### config.mk
export PLATFORM = sky130hd
export DESIGN_NAME = acr_adc_ctl
export DESIGN_NICKNAME = d
export VERILOG_FILES = /design/src/inc/acr_pkg.sv /design/src/verilog/acr_sync3.sv /design/src/verilog/acr_format.sv /design/src/verilog/acr_adc_ctl.sv
export SDC_FILE = /design/constraint.sdc
export NUM_CORES = 1
export LEC_CHECK = 0
export ABC_AREA = 0
export BUFFER_PORTS_ARGS = -buffer_cell sky130_fd_sc_hd__clkbuf_2
export CORE_MARGIN = 2
export CORE_UTILIZATION = 48
export CTS_CLUSTER_DIAMETER = 60
export DETAILED_ROUTE_END_ITERATION = 8
export GPL_ROUTABILITY_DRIVEN = 1
export PLACE_DENSITY = 0.7
export SLEW_MARGIN = 20
export SYNTH_ARGS = -nofsm -noshare
export SYNTH_HDL_FRONTEND = slang
export SYNTH_SLANG_ARGS = --single-unit
### constraint.sdc
create_clock -name ref_clk -period 2.8 [get_ports ref_clk]
set_input_delay 0.56 -clock ref_clk [delete_from_list [all_inputs] [get_ports ref_clk]]
set_output_delay 0.56 -clock ref_clk [all_outputs]
set_load 0.02 [all_outputs]
### src/inc/acr_pkg.sv
package acr_pkg;

    // register byte offsets on the peripheral bus
    localparam logic [7:0] ACR_OFS_CTRL = 8'h00;
    localparam logic [7:0] ACR_OFS_DIV = 8'h04;
    localparam logic [7:0] ACR_OFS_STAT = 8'h08;
    localparam logic [7:0] ACR_OFS_RES = 8'h0c;

    // control register field positions
    localparam int ACR_CTRL_GO = 0;
    localparam int ACR_CTRL_CS = 1;
    localparam int ACR_CTRL_IC = 2;
    localparam int ACR_CTRL_FM_LO = 3;
    localparam int ACR_CTRL_FM_HI = 4;
    localparam int ACR_CTRL_IE = 5;
    localparam int ACR_CTRL_PERIPHERAL_IRQ_ENABLE = 6;
    localparam int ACR_CTRL_GIE = 7;

    // status register field positions
    localparam int ACR_STAT_DONE = 0;
    localparam int ACR_STAT_BUSY = 1;
    localparam int ACR_STAT_IRQ = 2;

    // values after reset
    localparam logic [5:0] ACR_DIV_RST = 6'h01;
    localparam logic [15:0] ACR_RES_RST = 16'h0000;

    // converter geometry
    localparam int ACR_RES_BITS = 12;
    localparam logic [3:0] ACR_MSB_INDEX = 4'hb;
    localparam logic [11:0] ACR_MID_CODE = 12'h800;
    localparam int ACR_LEFT_SHIFT = 4;
    localparam int ACR_SW_SHIFT = 3;
    // two's complement limits of the signed result
    localparam logic signed [11:0] ACR_TC_MIN = -12'sd2047;
    localparam logic signed [11:0] ACR_TC_MAX = 12'sd2046;

    // control bits as seen by the converter logic
    typedef struct packed {
        logic global_irq_enable;
        logic peripheral_irq_enable;
        logic ie;
        logic [1:0] fm;
        logic ic;
        logic cs;
    } acr_ctrl_t;

    // sleep and wake signalling towards the core
    typedef struct packed {
        logic wake;
        logic vector_isr;
    } acr_wake_t;

    typedef enum logic [1:0] {
        ACR_IDLE = 2'b00,
        ACR_CONV = 2'b01,
        ACR_DONE = 2'b11
    } acr_state_t;

endpackage

### src/verilog/acr_sync3.sv
`timescale 1ns/100ps
module acr_sync3 import acr_pkg::*; #(
    parameter int WIDTH = 1
) (
    input wire logic ref_clk, // system clock
    input wire logic resetn, // async reset, active low
    input wire logic [WIDTH-1:0] async_in, // input from another domain
    output logic [WIDTH-1:0] level // settled level
);
    logic [WIDTH-1:0] stage1;
    logic [WIDTH-1:0] stage2;
    logic [WIDTH-1:0] stage3;
    logic [WIDTH-1:0] held;

    always_ff @(posedge ref_clk or negedge resetn) begin
        if (!resetn) begin
            stage1 <= '0;
            stage2 <= '0;
            stage3 <= '0;
        end else begin
            stage1 <= async_in;
            stage2 <= stage1;
            stage3 <= stage2;
        end
    end

    // a change only counts once the last two stages agree; the agreed value is
    // passed on at once, since a fourth flop would not fit the shortest bit period
    always_comb begin
        for (int i = 0; i < WIDTH; i++) begin
            level[i] = (stage2[i] == stage3[i]) ? stage3[i] : held[i];
        end
    end

    always_ff @(posedge ref_clk or negedge resetn) begin
        if (!resetn) begin
            held <= '0;
        end else begin
            held <= level;
        end
    end
endmodule // acr_sync3

### src/verilog/acr_format.sv
`timescale 1ns/100ps
module acr_format import acr_pkg::*; (
    input wire logic [11:0] raw, // offset-binary code from the approximation
    input wire logic ic, // differential mode
    input wire logic [1:0] fm, // result format select
    output logic [15:0] word // formatted result pair
);
    logic signed [11:0] sv;
    logic signed [11:0] clamped;
    logic [10:0] mag;
    logic neg;

    always_comb begin
        // differential codes centre on mid scale
        sv = $signed(raw ^ ACR_MID_CODE);
        // two's complement range
        clamped = sv;
        if (sv < ACR_TC_MIN) begin
            clamped = ACR_TC_MIN;
        end else if (sv > ACR_TC_MAX) begin
            clamped = ACR_TC_MAX;
        end
        neg = clamped[11];
        mag = neg ? 11'(-clamped) : clamped[10:0];
        word = '0;
        if (!ic) begin
            // single ended, zero filled
            word = fm[0] ? {4'h0, raw} : {raw, 4'h0};
        end else begin
            case (fm)
                // two's complement, left zero filled, right sign extended
                2'b00: word = {clamped, 4'h0};
                2'b01: word = {{4{clamped[11]}}, clamped};
                // sign/magnitude, sign in top bit
                2'b10: word = {neg, mag, 4'h0};
                2'b11: word = {neg, 4'h0, mag};
                default: word = '0;
            endcase
        end
    end
endmodule // acr_format

### src/verilog/acr_adc_ctl.sv
// Overview of operation
// clock select 1 picks the RC conversion clock, 0 the oscillator divider
// oscillator clock divided by two times (divider setting plus one)
// software should load only odd divider settings for accuracy
// each result bit takes one period of the conversion clock
// control logic follows the chosen clock; RC choice delays control changes
// oscillator-derived conversion clock tracks any system clock change
// done flag set at every conversion end regardless of interrupt enable
// only software clears the done flag, reading the result does not
// interrupt requested only while done flag and its enable are both set
// conversions run in sleep only with the RC clock selected
// sleep wake without service routine when global enable is clear
// sleep wake then vector to service routine when global enable set
// single ended, format bit 0 clear: result left justified
// single ended, format bit 0 set: result right justified
// differential 00 left two's complement, 01 right two's complement
// differential 10 left sign/magnitude, 11 right sign/magnitude
// software writes stored right justified; left formats read shifted by three
// right sign/magnitude: high byte bit 7 is sign, magnitude up to 2047
// two's complement: top bit is polarity, range -2047 to 2046
// differential select 1 gives signed results, 0 single ended positive
// unused result bits zero filled or sign extended consistently
//
// Added by the designer: the APB interface to the registers and the placing of the registers.
`timescale 1ns/100ps
module acr_adc_ctl import acr_pkg::*; (
    input wire logic ref_clk, // system oscillator clock
    input wire logic resetn, // async reset, active low
    input wire logic psel, // apb select
    input wire logic penable, // apb enable
    input wire logic pwrite, // apb write
    input wire logic [7:0] paddr, // apb byte address
    input wire logic [31:0] pwdata, // apb write data
    output logic [31:0] prdata, // apb read data
    output logic pready, // apb ready
    output logic pslverr, // apb error on unmapped address
    input wire logic rc_clk_pin, // dedicated RC conversion clock
    input wire logic cmp_above, // comparator: input above trial level
    input wire logic sleep_mode, // core is in sleep
    output logic [11:0] trial_code, // trial level to the analog front end
    output logic sample_hold, // high while a conversion runs
    output logic irq_request, // converter interrupt request
    output acr_wake_t wake_out // wake level and vector request
);
    acr_ctrl_t ctrl_sw;
    acr_ctrl_t ctrl_eff;
    logic [5:0] div_sw;
    logic [5:0] div_eff;
    logic go;
    logic done_flag;
    logic [15:0] result;
    acr_state_t state;
    logic [3:0] bit_idx;
    logic [11:0] sar;
    logic [11:0] next_sar;
    logic start_conv;
    logic [7:0] div_cnt;
    logic [7:0] div_last;
    logic div_tick;
    logic rc_level;
    logic rc_prev;
    logic rc_tick;
    logic conv_tick;
    logic cmp_level;
    logic [15:0] fmt_word;
    logic access;
    logic wr_en;
    logic rd_en;
    logic mapped;
    logic sel_ctrl;
    logic sel_div;
    logic sel_stat;
    logic sel_res;
    logic conv_end;
    logic next_done_flag;
    logic [31:0] next_prdata;

    acr_sync3 #(
        .WIDTH(2)
    ) u_sync (
        .ref_clk(ref_clk),
        .resetn(resetn),
        .async_in({rc_clk_pin, cmp_above}),
        .level({rc_level, cmp_level})
    );

    // formatting is combinational on the working register; it is stored at DONE
    acr_format u_format (
        .raw(sar),
        .ic(ctrl_eff.ic),
        .fm(ctrl_eff.fm),
        .word(fmt_word)
    );

    // apb: registered ready, so every access phase lasts two cycles
    assign access = psel && penable && !pready;
    assign wr_en = access && pwrite;
    assign rd_en = access && !pwrite;
    // one select per register, shared by the write and refusal paths; reads decode paddr in their own case
    assign sel_ctrl = (paddr == ACR_OFS_CTRL);
    assign sel_div = (paddr == ACR_OFS_DIV);
    assign sel_stat = (paddr == ACR_OFS_STAT);
    assign sel_res = (paddr == ACR_OFS_RES);
    // refused accesses still complete, so a stray address cannot hang the bus
    assign mapped = sel_ctrl || sel_div || sel_stat || sel_res;

    always_ff @(posedge ref_clk or negedge resetn) begin
        if (!resetn) begin
            pready <= 1'b0;
            pslverr <= 1'b0;
        end else begin
            // a master that holds penable past pready starts a second access in the next cycle
            pready <= access;
            pslverr <= access && !mapped;
        end
    end

    always_comb begin
        next_prdata = '0;
        case (paddr)
            ACR_OFS_CTRL: begin
                next_prdata[ACR_CTRL_GO] = go;
                next_prdata[ACR_CTRL_CS] = ctrl_sw.cs;
                next_prdata[ACR_CTRL_IC] = ctrl_sw.ic;
                next_prdata[ACR_CTRL_FM_HI:ACR_CTRL_FM_LO] = ctrl_sw.fm;
                next_prdata[ACR_CTRL_IE] = ctrl_sw.ie;
                next_prdata[ACR_CTRL_PERIPHERAL_IRQ_ENABLE] = ctrl_sw.peripheral_irq_enable;
                next_prdata[ACR_CTRL_GIE] = ctrl_sw.global_irq_enable;
            end
            ACR_OFS_DIV: next_prdata[5:0] = div_sw;
            ACR_OFS_STAT: begin
                next_prdata[ACR_STAT_DONE] = done_flag;
                next_prdata[ACR_STAT_BUSY] = (state == ACR_CONV);
                next_prdata[ACR_STAT_IRQ] = irq_request;
            end
            ACR_OFS_RES: next_prdata[15:0] = result;
            default: next_prdata = '0;
        endcase
    end

    always_ff @(posedge ref_clk or negedge resetn) begin
        if (!resetn) begin
            prdata <= '0;
        // prdata holds between reads, so a late sampler still sees the last word
        end else if (rd_en) begin
            prdata <= next_prdata;
        end
    end

    // software copy of the control bits
    always_ff @(posedge ref_clk or negedge resetn) begin
        if (!resetn) begin
            ctrl_sw <= '0;
            div_sw <= ACR_DIV_RST;
        end else if (wr_en) begin
            if (sel_ctrl) begin
                ctrl_sw.cs <= pwdata[ACR_CTRL_CS];
                ctrl_sw.ic <= pwdata[ACR_CTRL_IC];
                ctrl_sw.fm <= pwdata[ACR_CTRL_FM_HI:ACR_CTRL_FM_LO];
                ctrl_sw.ie <= pwdata[ACR_CTRL_IE];
                ctrl_sw.peripheral_irq_enable <= pwdata[ACR_CTRL_PERIPHERAL_IRQ_ENABLE];
                ctrl_sw.global_irq_enable <= pwdata[ACR_CTRL_GIE];
            end
            // even settings accepted, accuracy is software's concern
            if (sel_div) begin
                div_sw <= pwdata[5:0];
            end
        end
    end

    // on the RC clock, control changes land at its next edge
    always_ff @(posedge ref_clk or negedge resetn) begin
        if (!resetn) begin
            ctrl_eff <= '0;
            div_eff <= ACR_DIV_RST;
        // on the oscillator clock the copy simply follows every cycle
        end else if (!ctrl_eff.cs || rc_tick) begin
            ctrl_eff <= ctrl_sw;
            div_eff <= div_sw;
        end
    end

    // divider counts system cycles, so it tracks the system clock
    assign div_last = 8'({div_eff, 1'b1});
    assign div_tick = (div_cnt == div_last);

    // period of 2 * (setting + 1) system cycles
    always_ff @(posedge ref_clk or negedge resetn) begin
        if (!resetn) begin
            div_cnt <= '0;
        // a setting lowered mid-count would otherwise run on to wrap-around
        end else if (ctrl_eff.cs || div_tick || div_cnt > div_last) begin
            div_cnt <= '0;
        end else begin
            div_cnt <= div_cnt + 8'h01;
        end
    end

    always_ff @(posedge ref_clk or negedge resetn) begin
        if (!resetn) begin
            rc_prev <= 1'b0;
        end else begin
            rc_prev <= rc_level;
        end
    end

    // rc_prev resets low like the idle pin, so no false edge follows reset
    assign rc_tick = rc_level && !rc_prev;

    // pick the conversion clock; R10 oscillator clock halts in sleep
    // a conversion caught by sleep on the oscillator clock resumes on wake
    assign conv_tick = ctrl_eff.cs ? rc_tick : (div_tick && !sleep_mode);

    // go is set by software and cleared by hardware at the end
    // a start written in the ending cycle is lost; software polls go low first
    always_ff @(posedge ref_clk or negedge resetn) begin
        if (!resetn) begin
            go <= 1'b0;
        end else if (conv_end) begin
            go <= 1'b0;
        end else if (wr_en && sel_ctrl && pwdata[ACR_CTRL_GO]) begin
            go <= 1'b1;
        end
    end

    // launching the trial level with each decision leaves the comparator the
    // whole bit period to cross its synchroniser before the next tick
    assign start_conv = (state == ACR_IDLE) && go && conv_tick;

    always_comb begin
        next_sar = sar;
        if (start_conv) begin
            next_sar = ACR_MID_CODE;
        end else if (state == ACR_CONV && conv_tick) begin
            if (!cmp_level) begin
                next_sar[bit_idx] = 1'b0;
            end
            if (bit_idx != 4'h0) begin
                next_sar[bit_idx - 4'h1] = 1'b1;
            end
        end
    end

    // one conversion clock period per result bit
    // the single DONE cycle stores the result and sets the flag once
    always_ff @(posedge ref_clk or negedge resetn) begin
        if (!resetn) begin
            state <= ACR_IDLE;
            bit_idx <= '0;
        end else begin
            case (state)
                ACR_IDLE: begin
                    if (start_conv) begin
                        state <= ACR_CONV;
                        bit_idx <= ACR_MSB_INDEX;
                    end
                end
                ACR_CONV: begin
                    if (conv_tick) begin
                        if (bit_idx == 4'h0) begin
                            state <= ACR_DONE;
                        end else begin
                            bit_idx <= bit_idx - 4'h1;
                        end
                    end
                end
                ACR_DONE: state <= ACR_IDLE;
                default: state <= ACR_IDLE;
            endcase
        end
    end

    assign conv_end = (state == ACR_DONE);

    always_ff @(posedge ref_clk or negedge resetn) begin
        if (!resetn) begin
            sar <= '0;
            trial_code <= '0;
            sample_hold <= 1'b0;
        end else begin
            // the pins carry the same value as the working register
            sar <= next_sar;
            trial_code <= next_sar;
            sample_hold <= (state == ACR_CONV);
        end
    end

    // conversion result lands in the chosen format
    always_ff @(posedge ref_clk or negedge resetn) begin
        if (!resetn) begin
            result <= ACR_RES_RST;
        end else if (conv_end) begin
            // a conversion end outranks a software write in the same cycle
            result <= fmt_word;
        end else if (wr_en && sel_res) begin
            // writes are right justified; left formats show them shifted
            if (ctrl_sw.fm[0]) begin
                result <= pwdata[15:0];
            end else begin
                result <= 16'(pwdata[15:0] << ACR_SW_SHIFT);
            end
        end
    end

    // set at every end, cleared only by a one written to status
    always_comb begin
        next_done_flag = done_flag;
        if (wr_en && sel_stat && pwdata[ACR_STAT_DONE]) begin
            next_done_flag = 1'b0;
        end
        // set wins over a clear in the same cycle
        if (conv_end) begin
            next_done_flag = 1'b1;
        end
    end

    always_ff @(posedge ref_clk or negedge resetn) begin
        if (!resetn) begin
            done_flag <= 1'b0;
        end else begin
            done_flag <= next_done_flag;
        end
    end

    // request only while flag and enable are both set
    always_ff @(posedge ref_clk or negedge resetn) begin
        if (!resetn) begin
            irq_request <= 1'b0;
        end else begin
            // from next_done_flag so the request rises at the edge that sets the flag
            irq_request <= next_done_flag && ctrl_sw.ie;
        end
    end

    // wake from sleep; vector to the routine only with global enable
    always_ff @(posedge ref_clk or negedge resetn) begin
        if (!resetn) begin
            wake_out <= '0;
        end else begin
            // levels, not pulses: they fall once the core leaves sleep
            wake_out.wake <= sleep_mode && next_done_flag && ctrl_sw.ie && ctrl_sw.peripheral_irq_enable;
            wake_out.vector_isr <= sleep_mode && next_done_flag && ctrl_sw.ie &&
                                   ctrl_sw.peripheral_irq_enable && ctrl_sw.global_irq_enable;
        end
    end
endmodule // acr_adc_ctl

=== Yosys cells after proc, flatten, opt, wreduce, memory -nomap -nowiden ===
Index checks and enable logic that the tools add are counted.

* Bitwise logic cells: 4
* Mux-type cells: 39
* Reductions and logical operators: 47
* Equal/unequal tests: 15
* $lt $le $gt $ge: 7
* Add/subtract/negate cells: 3

{| class="wikitable"
|+ Operators with widths
! kind !! count
|-
| 12-bit two-way mux || 8
|-
| 16-bit two-way mux || 5
|-
| 16-bit case mux with 4 select lines || 1
|-
| 1-bit logical AND || 22
|-
| 8-bit by 4-bit equality test with 1-bit output, second input constant || 2
|-
| 8-bit two-way mux || 2
|-
| 12-bit AND || 1
|-
| 12-bit greater-than comparator, second input constant || 1
|-
| 12-bit < comparator, second input constant || 1
|-
| 4-bit two-way mux || 3
|-
| 12-bit inverter || 1
|-
| 12-bit OR || 1
|-
| 3-bit case mux with 4 select lines || 1
|-
| 11-bit two-way mux || 1
|-
| 11-bit negator || 1
|-
| 4-bit by 5-bit < comparator with 1-bit output, second input constant || 2
|-
| 1-bit two-way mux || 9
|-
| 3-bit case mux with 3 select lines || 1
|-
| 8-bit by 1-bit adder with 8-bit output, second input constant || 1
|-
| 1-bit demux with 4-bit select || 2
|-
| 8-bit by 3-bit equality test with 1-bit output, second input constant || 1
|-
| 8-bit by 7-bit equality test with 1-bit output || 1
|-
| 4-bit by 1-bit >= comparator with 1-bit output, second input constant || 2
|-
| 8-bit by 7-bit greater-than comparator with 1-bit output || 1
|-
| other kinds (19) || 44
|}

* Output and inout port bits: 50
* Input bits: 48
* Bits in registers: 98

=== Depth between registers and ports, before layout ===
* Depth in word-level cells: 13
* Gate-level depth with buffers: 11
* Gate-level depth less buffers: 10

=== Cells and area by module ===
From an unflattened synthesis, not the netlist that was laid out.

* Cells, all modules: 563
* Area total of the unflattened synthesis: 5703.0 um^2

{| class="wikitable"
|+ By module, submodules not included
! module !! area an instance (um^2) !! sequential area each (um^2) !! cells an instance !! times used
|-
| acr_adc_ctl || 4702.0 || 2254.7 || 428 || 1
|-
| acr_format || 778.2 || 0.0 || 125 || 1
|-
| acr_sync3 || 222.7 || 200.2 || 10 || 1
|}

=== Worst setup path after synthesis ===
No wires, ideal clock.

* Path kind: register -> register
* Start: register sar[5]
* End: register result[6]
* Required time: 2.676 ns
* Data arrival time: 2.435 ns
* Path slack: 0.241 ns
* Buffers on the path: 1
* Library setup time: 0.124 ns
* Cell stages (with the launch flop): 12
* Cell sequence: dfrtp_1 > clkbuf_1 > nand4_1 > nor3_1 > o21ai_0 > nand2_1 > ha_1 > nor3b_1 > a21oi_1 > xnor2_1 > a211oi_1 > a211o_1

* Cells in the longest elaborated chain, start to end: 8

{| class="wikitable"
|+ Ends and longest elaborated chain
! item !! line !! RTL
|-
| from (decl) || acr_adc_ctl.sv:54 || <nowiki>logic [11:0] sar;</nowiki>
|-
| from (signal assigned) || acr_adc_ctl.sv:282 || <nowiki>sar <= next_sar;</nowiki>
|-
| 12-bit greater-than comparator || acr_format.sv:20 || <nowiki>end else if (sv > ACR_TC_MAX) begin</nowiki>
|-
| 12-bit two-way mux || acr_format.sv:20 ||
|-
| 12-bit two-way mux * || acr_format.sv:18 || <nowiki>if (sv < ACR_TC_MIN) begin</nowiki>
|-
| 11-bit negator || acr_format.sv:24 || <nowiki>mag = neg ? 11'(-clamped) : clamped[10:0];</nowiki>
|-
| 11-bit two-way mux || acr_format.sv:24 ||
|-
| 16-bit case mux with 4 select lines * || acr_format.sv:30 || <nowiki>case (fm)</nowiki>
|-
| 16-bit two-way mux * || acr_format.sv:26 || <nowiki>if (!ic) begin</nowiki>
|-
| 16-bit two-way mux * || acr_adc_ctl.sv:292 || <nowiki>end else if (conv_end) begin</nowiki>
|-
| to (signal assigned) || acr_adc_ctl.sv:294 || <nowiki>result <= fmt_word;</nowiki>
|-
| to (signal assigned) || acr_adc_ctl.sv:298 || <nowiki>result <= pwdata[15:0];</nowiki>
|-
| to (signal assigned) || acr_adc_ctl.sv:300 || <nowiki>result <= 16'(pwdata[15:0] << ACR_SW_SHIFT);</nowiki>
|-
| to (decl) || acr_adc_ctl.sv:51 || <nowiki>logic [15:0] result;</nowiki>
|}

Every way passes the cells marked *; elsewhere a longest branch is shown, timed or not. The select of a mux whose other input is x is not followed.
A chain may end at the register's enable or synchronous reset.

=== Worst setup path after layout ===
* Start: register sar[10]
* End: register result[4]

The elaborated chain is that of the path after synthesis.

==> results.yml <==
run_status:
  outcome: "complete, no violations"
floorplanning:
  core_area_um2: 11300
  die_area_um2: 12300
  io_pins: 98
  rows: 39
  initial_core_util_pct: 48.6
  fp.dieW_um: 111
  chipHeight_um: 111
timing:
  hold_viol: 0
  totalNegativeSetupSlack_ps: 0
  relSlewSlack_pct: 42.9
  holdWs_ps: 185
  worst_pin_slew_ps: 857
  max_freq_ghz: 0.387
  setup-violations-final: 0
  skew_ps: 10.6
  min_period_over_period_pct: 92.3
  min_period_ps: 2590
  slew_viol_final: 0
power_and_ir_drop:
  ir_drop_v: 0.000305
  powerDensity_nw_per_um2: 529
  p_sw_share_pct: 31.0
  power.share.combinational_pct: 15.6
  switchingPower_mw: 1.02
  power.total_mw: 3.30
  p_seq_share_pct: 47.4
  p_leak_nw: 2.80
  internal_power_mw: 2.27
  pwr-share-clk_pct: 37.0
synthesis:
  yosysTopAreaCell: "dfrtp_1"
  synth.distinct_cells: 71
  syn_inst: 558
  yosysTopAreaCellShare_pct: 43.2
  synth_area_leaders: "dfrtp_1 (43%), mux2i_1 (3.1%), nand2_1 (2.9%), ha_1 (2.7%), nor2_1 (2.7%)"
  ys_seq_area_share_pct: 44.1
  postSynthAreaPerCell_um2: 9.87
  ys_ff_latch: 97
  yosysWarnings: 0
  synth_edf_count: 0
  syn-cell-area_um2: 5510
  synthFlopType: "dfrtp_1"
  async_flop_share_pct: 100
drt:
  drcViolationCount: 0
  antenna_left: 0
  totalWireLength_mm: 13.7
  wl_per_cell_um: 17.9
  dr.pass1.iters: 4
  vias_per_cell: 5.88
  drt_iter0_drc: 260
  routed-via-count: 4493
clock_network:
  cts_sinks: 97
  clkTransAtPathRegs_ps: 80
  htreeDepth: 3
  cts_root_buffer: "clkbuf_16"
  cts_buffers: 9
  cts_tree: "built"
  clk_latency_ps: 350
  clockBufferDepth: 2
  cts_setup_buffers: 0
critical_path:
  regToRegEndpoint: "result[4]$_DFFE_PN0P_"
  cp_max_fo: 8
  r2r_slack_ps: 210
  critPathCaptureType: "flip-flop"
  path_class: "reg -> reg"
  r2r_start: "sar[10]$_DFFE_PN0P_"
  crit_arrival_ps: 2850
  rr_worst_depth: 10
  startpoint_type: "flip-flop"
  cp.required_ps: 3060
global_routing:
  top_usage_layer: "met2"
  track_usage_pct: 23.0
  met3_usage_pct: 4.16
  antenna_found_initial: 0
  overflow: 0
  grt_pass1_vias: 4507
  met2_usage_pct: 37.1
  use_met1_pct: 31.5
  grt_max_degree: 57
  grt_pass1_wl_mm: 23.3
final_layout:
  fillers: 1016
  final_cells: 764
  drive_above_1_share_pct: 22.7
  final_nets: 676
  diodes: 0
  syn_to_final_growth_pct: 13.2
place:
  place_congestion: 0.892
  dp_hpwl_mm: 10.2
  placed_cells: 748
  port_buffers: 65
flow_run:
  timing.max_cap.violations: 0
worst_hold_path:
  worstHoldPathType: "in -> async"
==> cell usage after synthesis (all sizes together) (4+ instances only) <==
master,instances
nand4,18
a32o,10
ha,12
mux2i,17
nor2,41
o211ai,5
nor3,26
and2,4
o31ai,7
buf,30
mux2,18
xnor2,8
inv,22
o22ai,4
a21oi,18
clkbuf,23
nand3,17
o21ai,22
a31oi,5
nand4b,5
a22o,11
nor2b,8
xor2,6
nand2b,6
and3,10
a211oi,10
nand2,42
dfrtp,95
==> repair_timing <==
action                                  in CTS  in global routing
hold buffers                                 0                  0
endpoints found under the hold margin        0                  0
gates resized for setup                      0                  1
endpoints found under the setup margin       0                  1
==> power groups by stage <==
stage / clock network (mW) / registers, mW / logic (mW)
after floorplan: 0 / 1.54 / 0.382
after global placement: 0 / 1.58 / 0.495
after detailed placement: 0 / 1.59 / 0.507
after CTS: 1.24 / 1.56 / 0.515
after global routing: 1.30 / 1.58 / 0.578
final: 1.22 / 1.56 / 0.514
==> flip-flops by register name (all words and copies together), names as in the netlist, 2 cells and up <==
name           cells
result            16
div_eff            6
wake_out           2
u_sync.stage3      2
bit_idx            4
ctrl_eff           4
sar               12
u_sync.stage1      2
div_sw             6
div_cnt            8
ctrl_sw            7
u_sync.stage2      2
state              2
prdata            16
==> through the flow <==
step           area (um^2)  setup slack [ps]  utilization, %
2_1_floorplan         5560               241               -
3_3_place_gp          5930               289            52.4
3_5_place_dp          5930               250            52.4
4_1_cts               6230               239            55.0
5_1_grt               6230             -4.33            55.1
6_report              6230               215            55.1
==> cell families after synthesis <==
kind of cell	synth area share [%]
fa+ha+maj	2.91
xor+xnor	2.23
compound gates	16.1
simple gates	19.2
flops	44.1
buf+inv	6.91
mux	8.48
other cells	0.0681
==> area by class of cell <==
class / instances / area [um^2] / area share, %
Clock buffer: 9 / 225 / 3.61
Timing Repair Buffer: 85 / 490 / 7.87
Inverter: 22 / 82.6 / 1.32
Sequential cell: 97 / 2430 / 39.0
Tap cell: 143 / 179 / 2.87
Clock inverter: 7 / 70.1 / 1.12
Multi-Input combinational cell: 401 / 2760 / 44.2
==> worst max-delay path by stage <==
stage | slack [ps] | depth (start not counted) | to | start
after floorplan | 240 | 11 | result[6]$_DFFE_PN0P_ | sar[5]$_DFFE_PN0P_
after global placement | 290 | 10 | result[4]$_DFFE_PN0P_ | sar[10]$_DFFE_PN0P_
after detailed placement | 250 | 10 | result[6]$_DFFE_PN0P_ | sar[3]$_DFFE_PN0P_
after CTS | 240 | 10 | result[4]$_DFFE_PN0P_ | sar[10]$_DFFE_PN0P_
after global routing | -4 | 11 | result[6]$_DFFE_PN0P_ | sar[10]$_DFFE_PN0P_
final | 210 | 10 | result[4]$_DFFE_PN0P_ | sar[10]$_DFFE_PN0P_
==> worst max-delay path: stages, from the launching register on <==
cell and delay [ps]:
dfrtp_1 490, nor3_1 390, nand4_1 220, nand2_1 140
nand2_1 90, ha_1 200, nor3b_2 170, or3_1 310
a31oi_1 160, o2111ai_1 140, a32oi_1 190
==> metal layers <==
layer  routed length (um)  part of all wire (%)
met5                    0                     0
met3                  750                   5.5
met2                 6550                    48
met4                  244                   1.8
met1                 6150                    45
==> cell usage in the layout, fill, tap and decap left out, types with 4 or more instances in the layout <==
master     count
o22ai_1        4
a21oi_1       18
nand2b_1       6
o21ai_0       19
nor3_1        22
a31oi_1        5
conb_1        16
a211oi_1       9
nor2b_1        8
mux2i_1       17
mux2_4         7
mux2_2        11
nand2_1       42
inv_1         22
and3_1        10
a22o_1        11
ha_1          12
clkbuf_2      64
and2_1         4
clkbuf_16      9
nand4_1       18
a32o_1        10
nand3_1       15
dfrtp_1       95
buf_4         20
o211ai_1       5
nor2_1        39
nor3_2         4
o31ai_1        6
xnor2_1        8
xor2_1         6
nand4b_1       5
(Power assumes the default switching activity.)
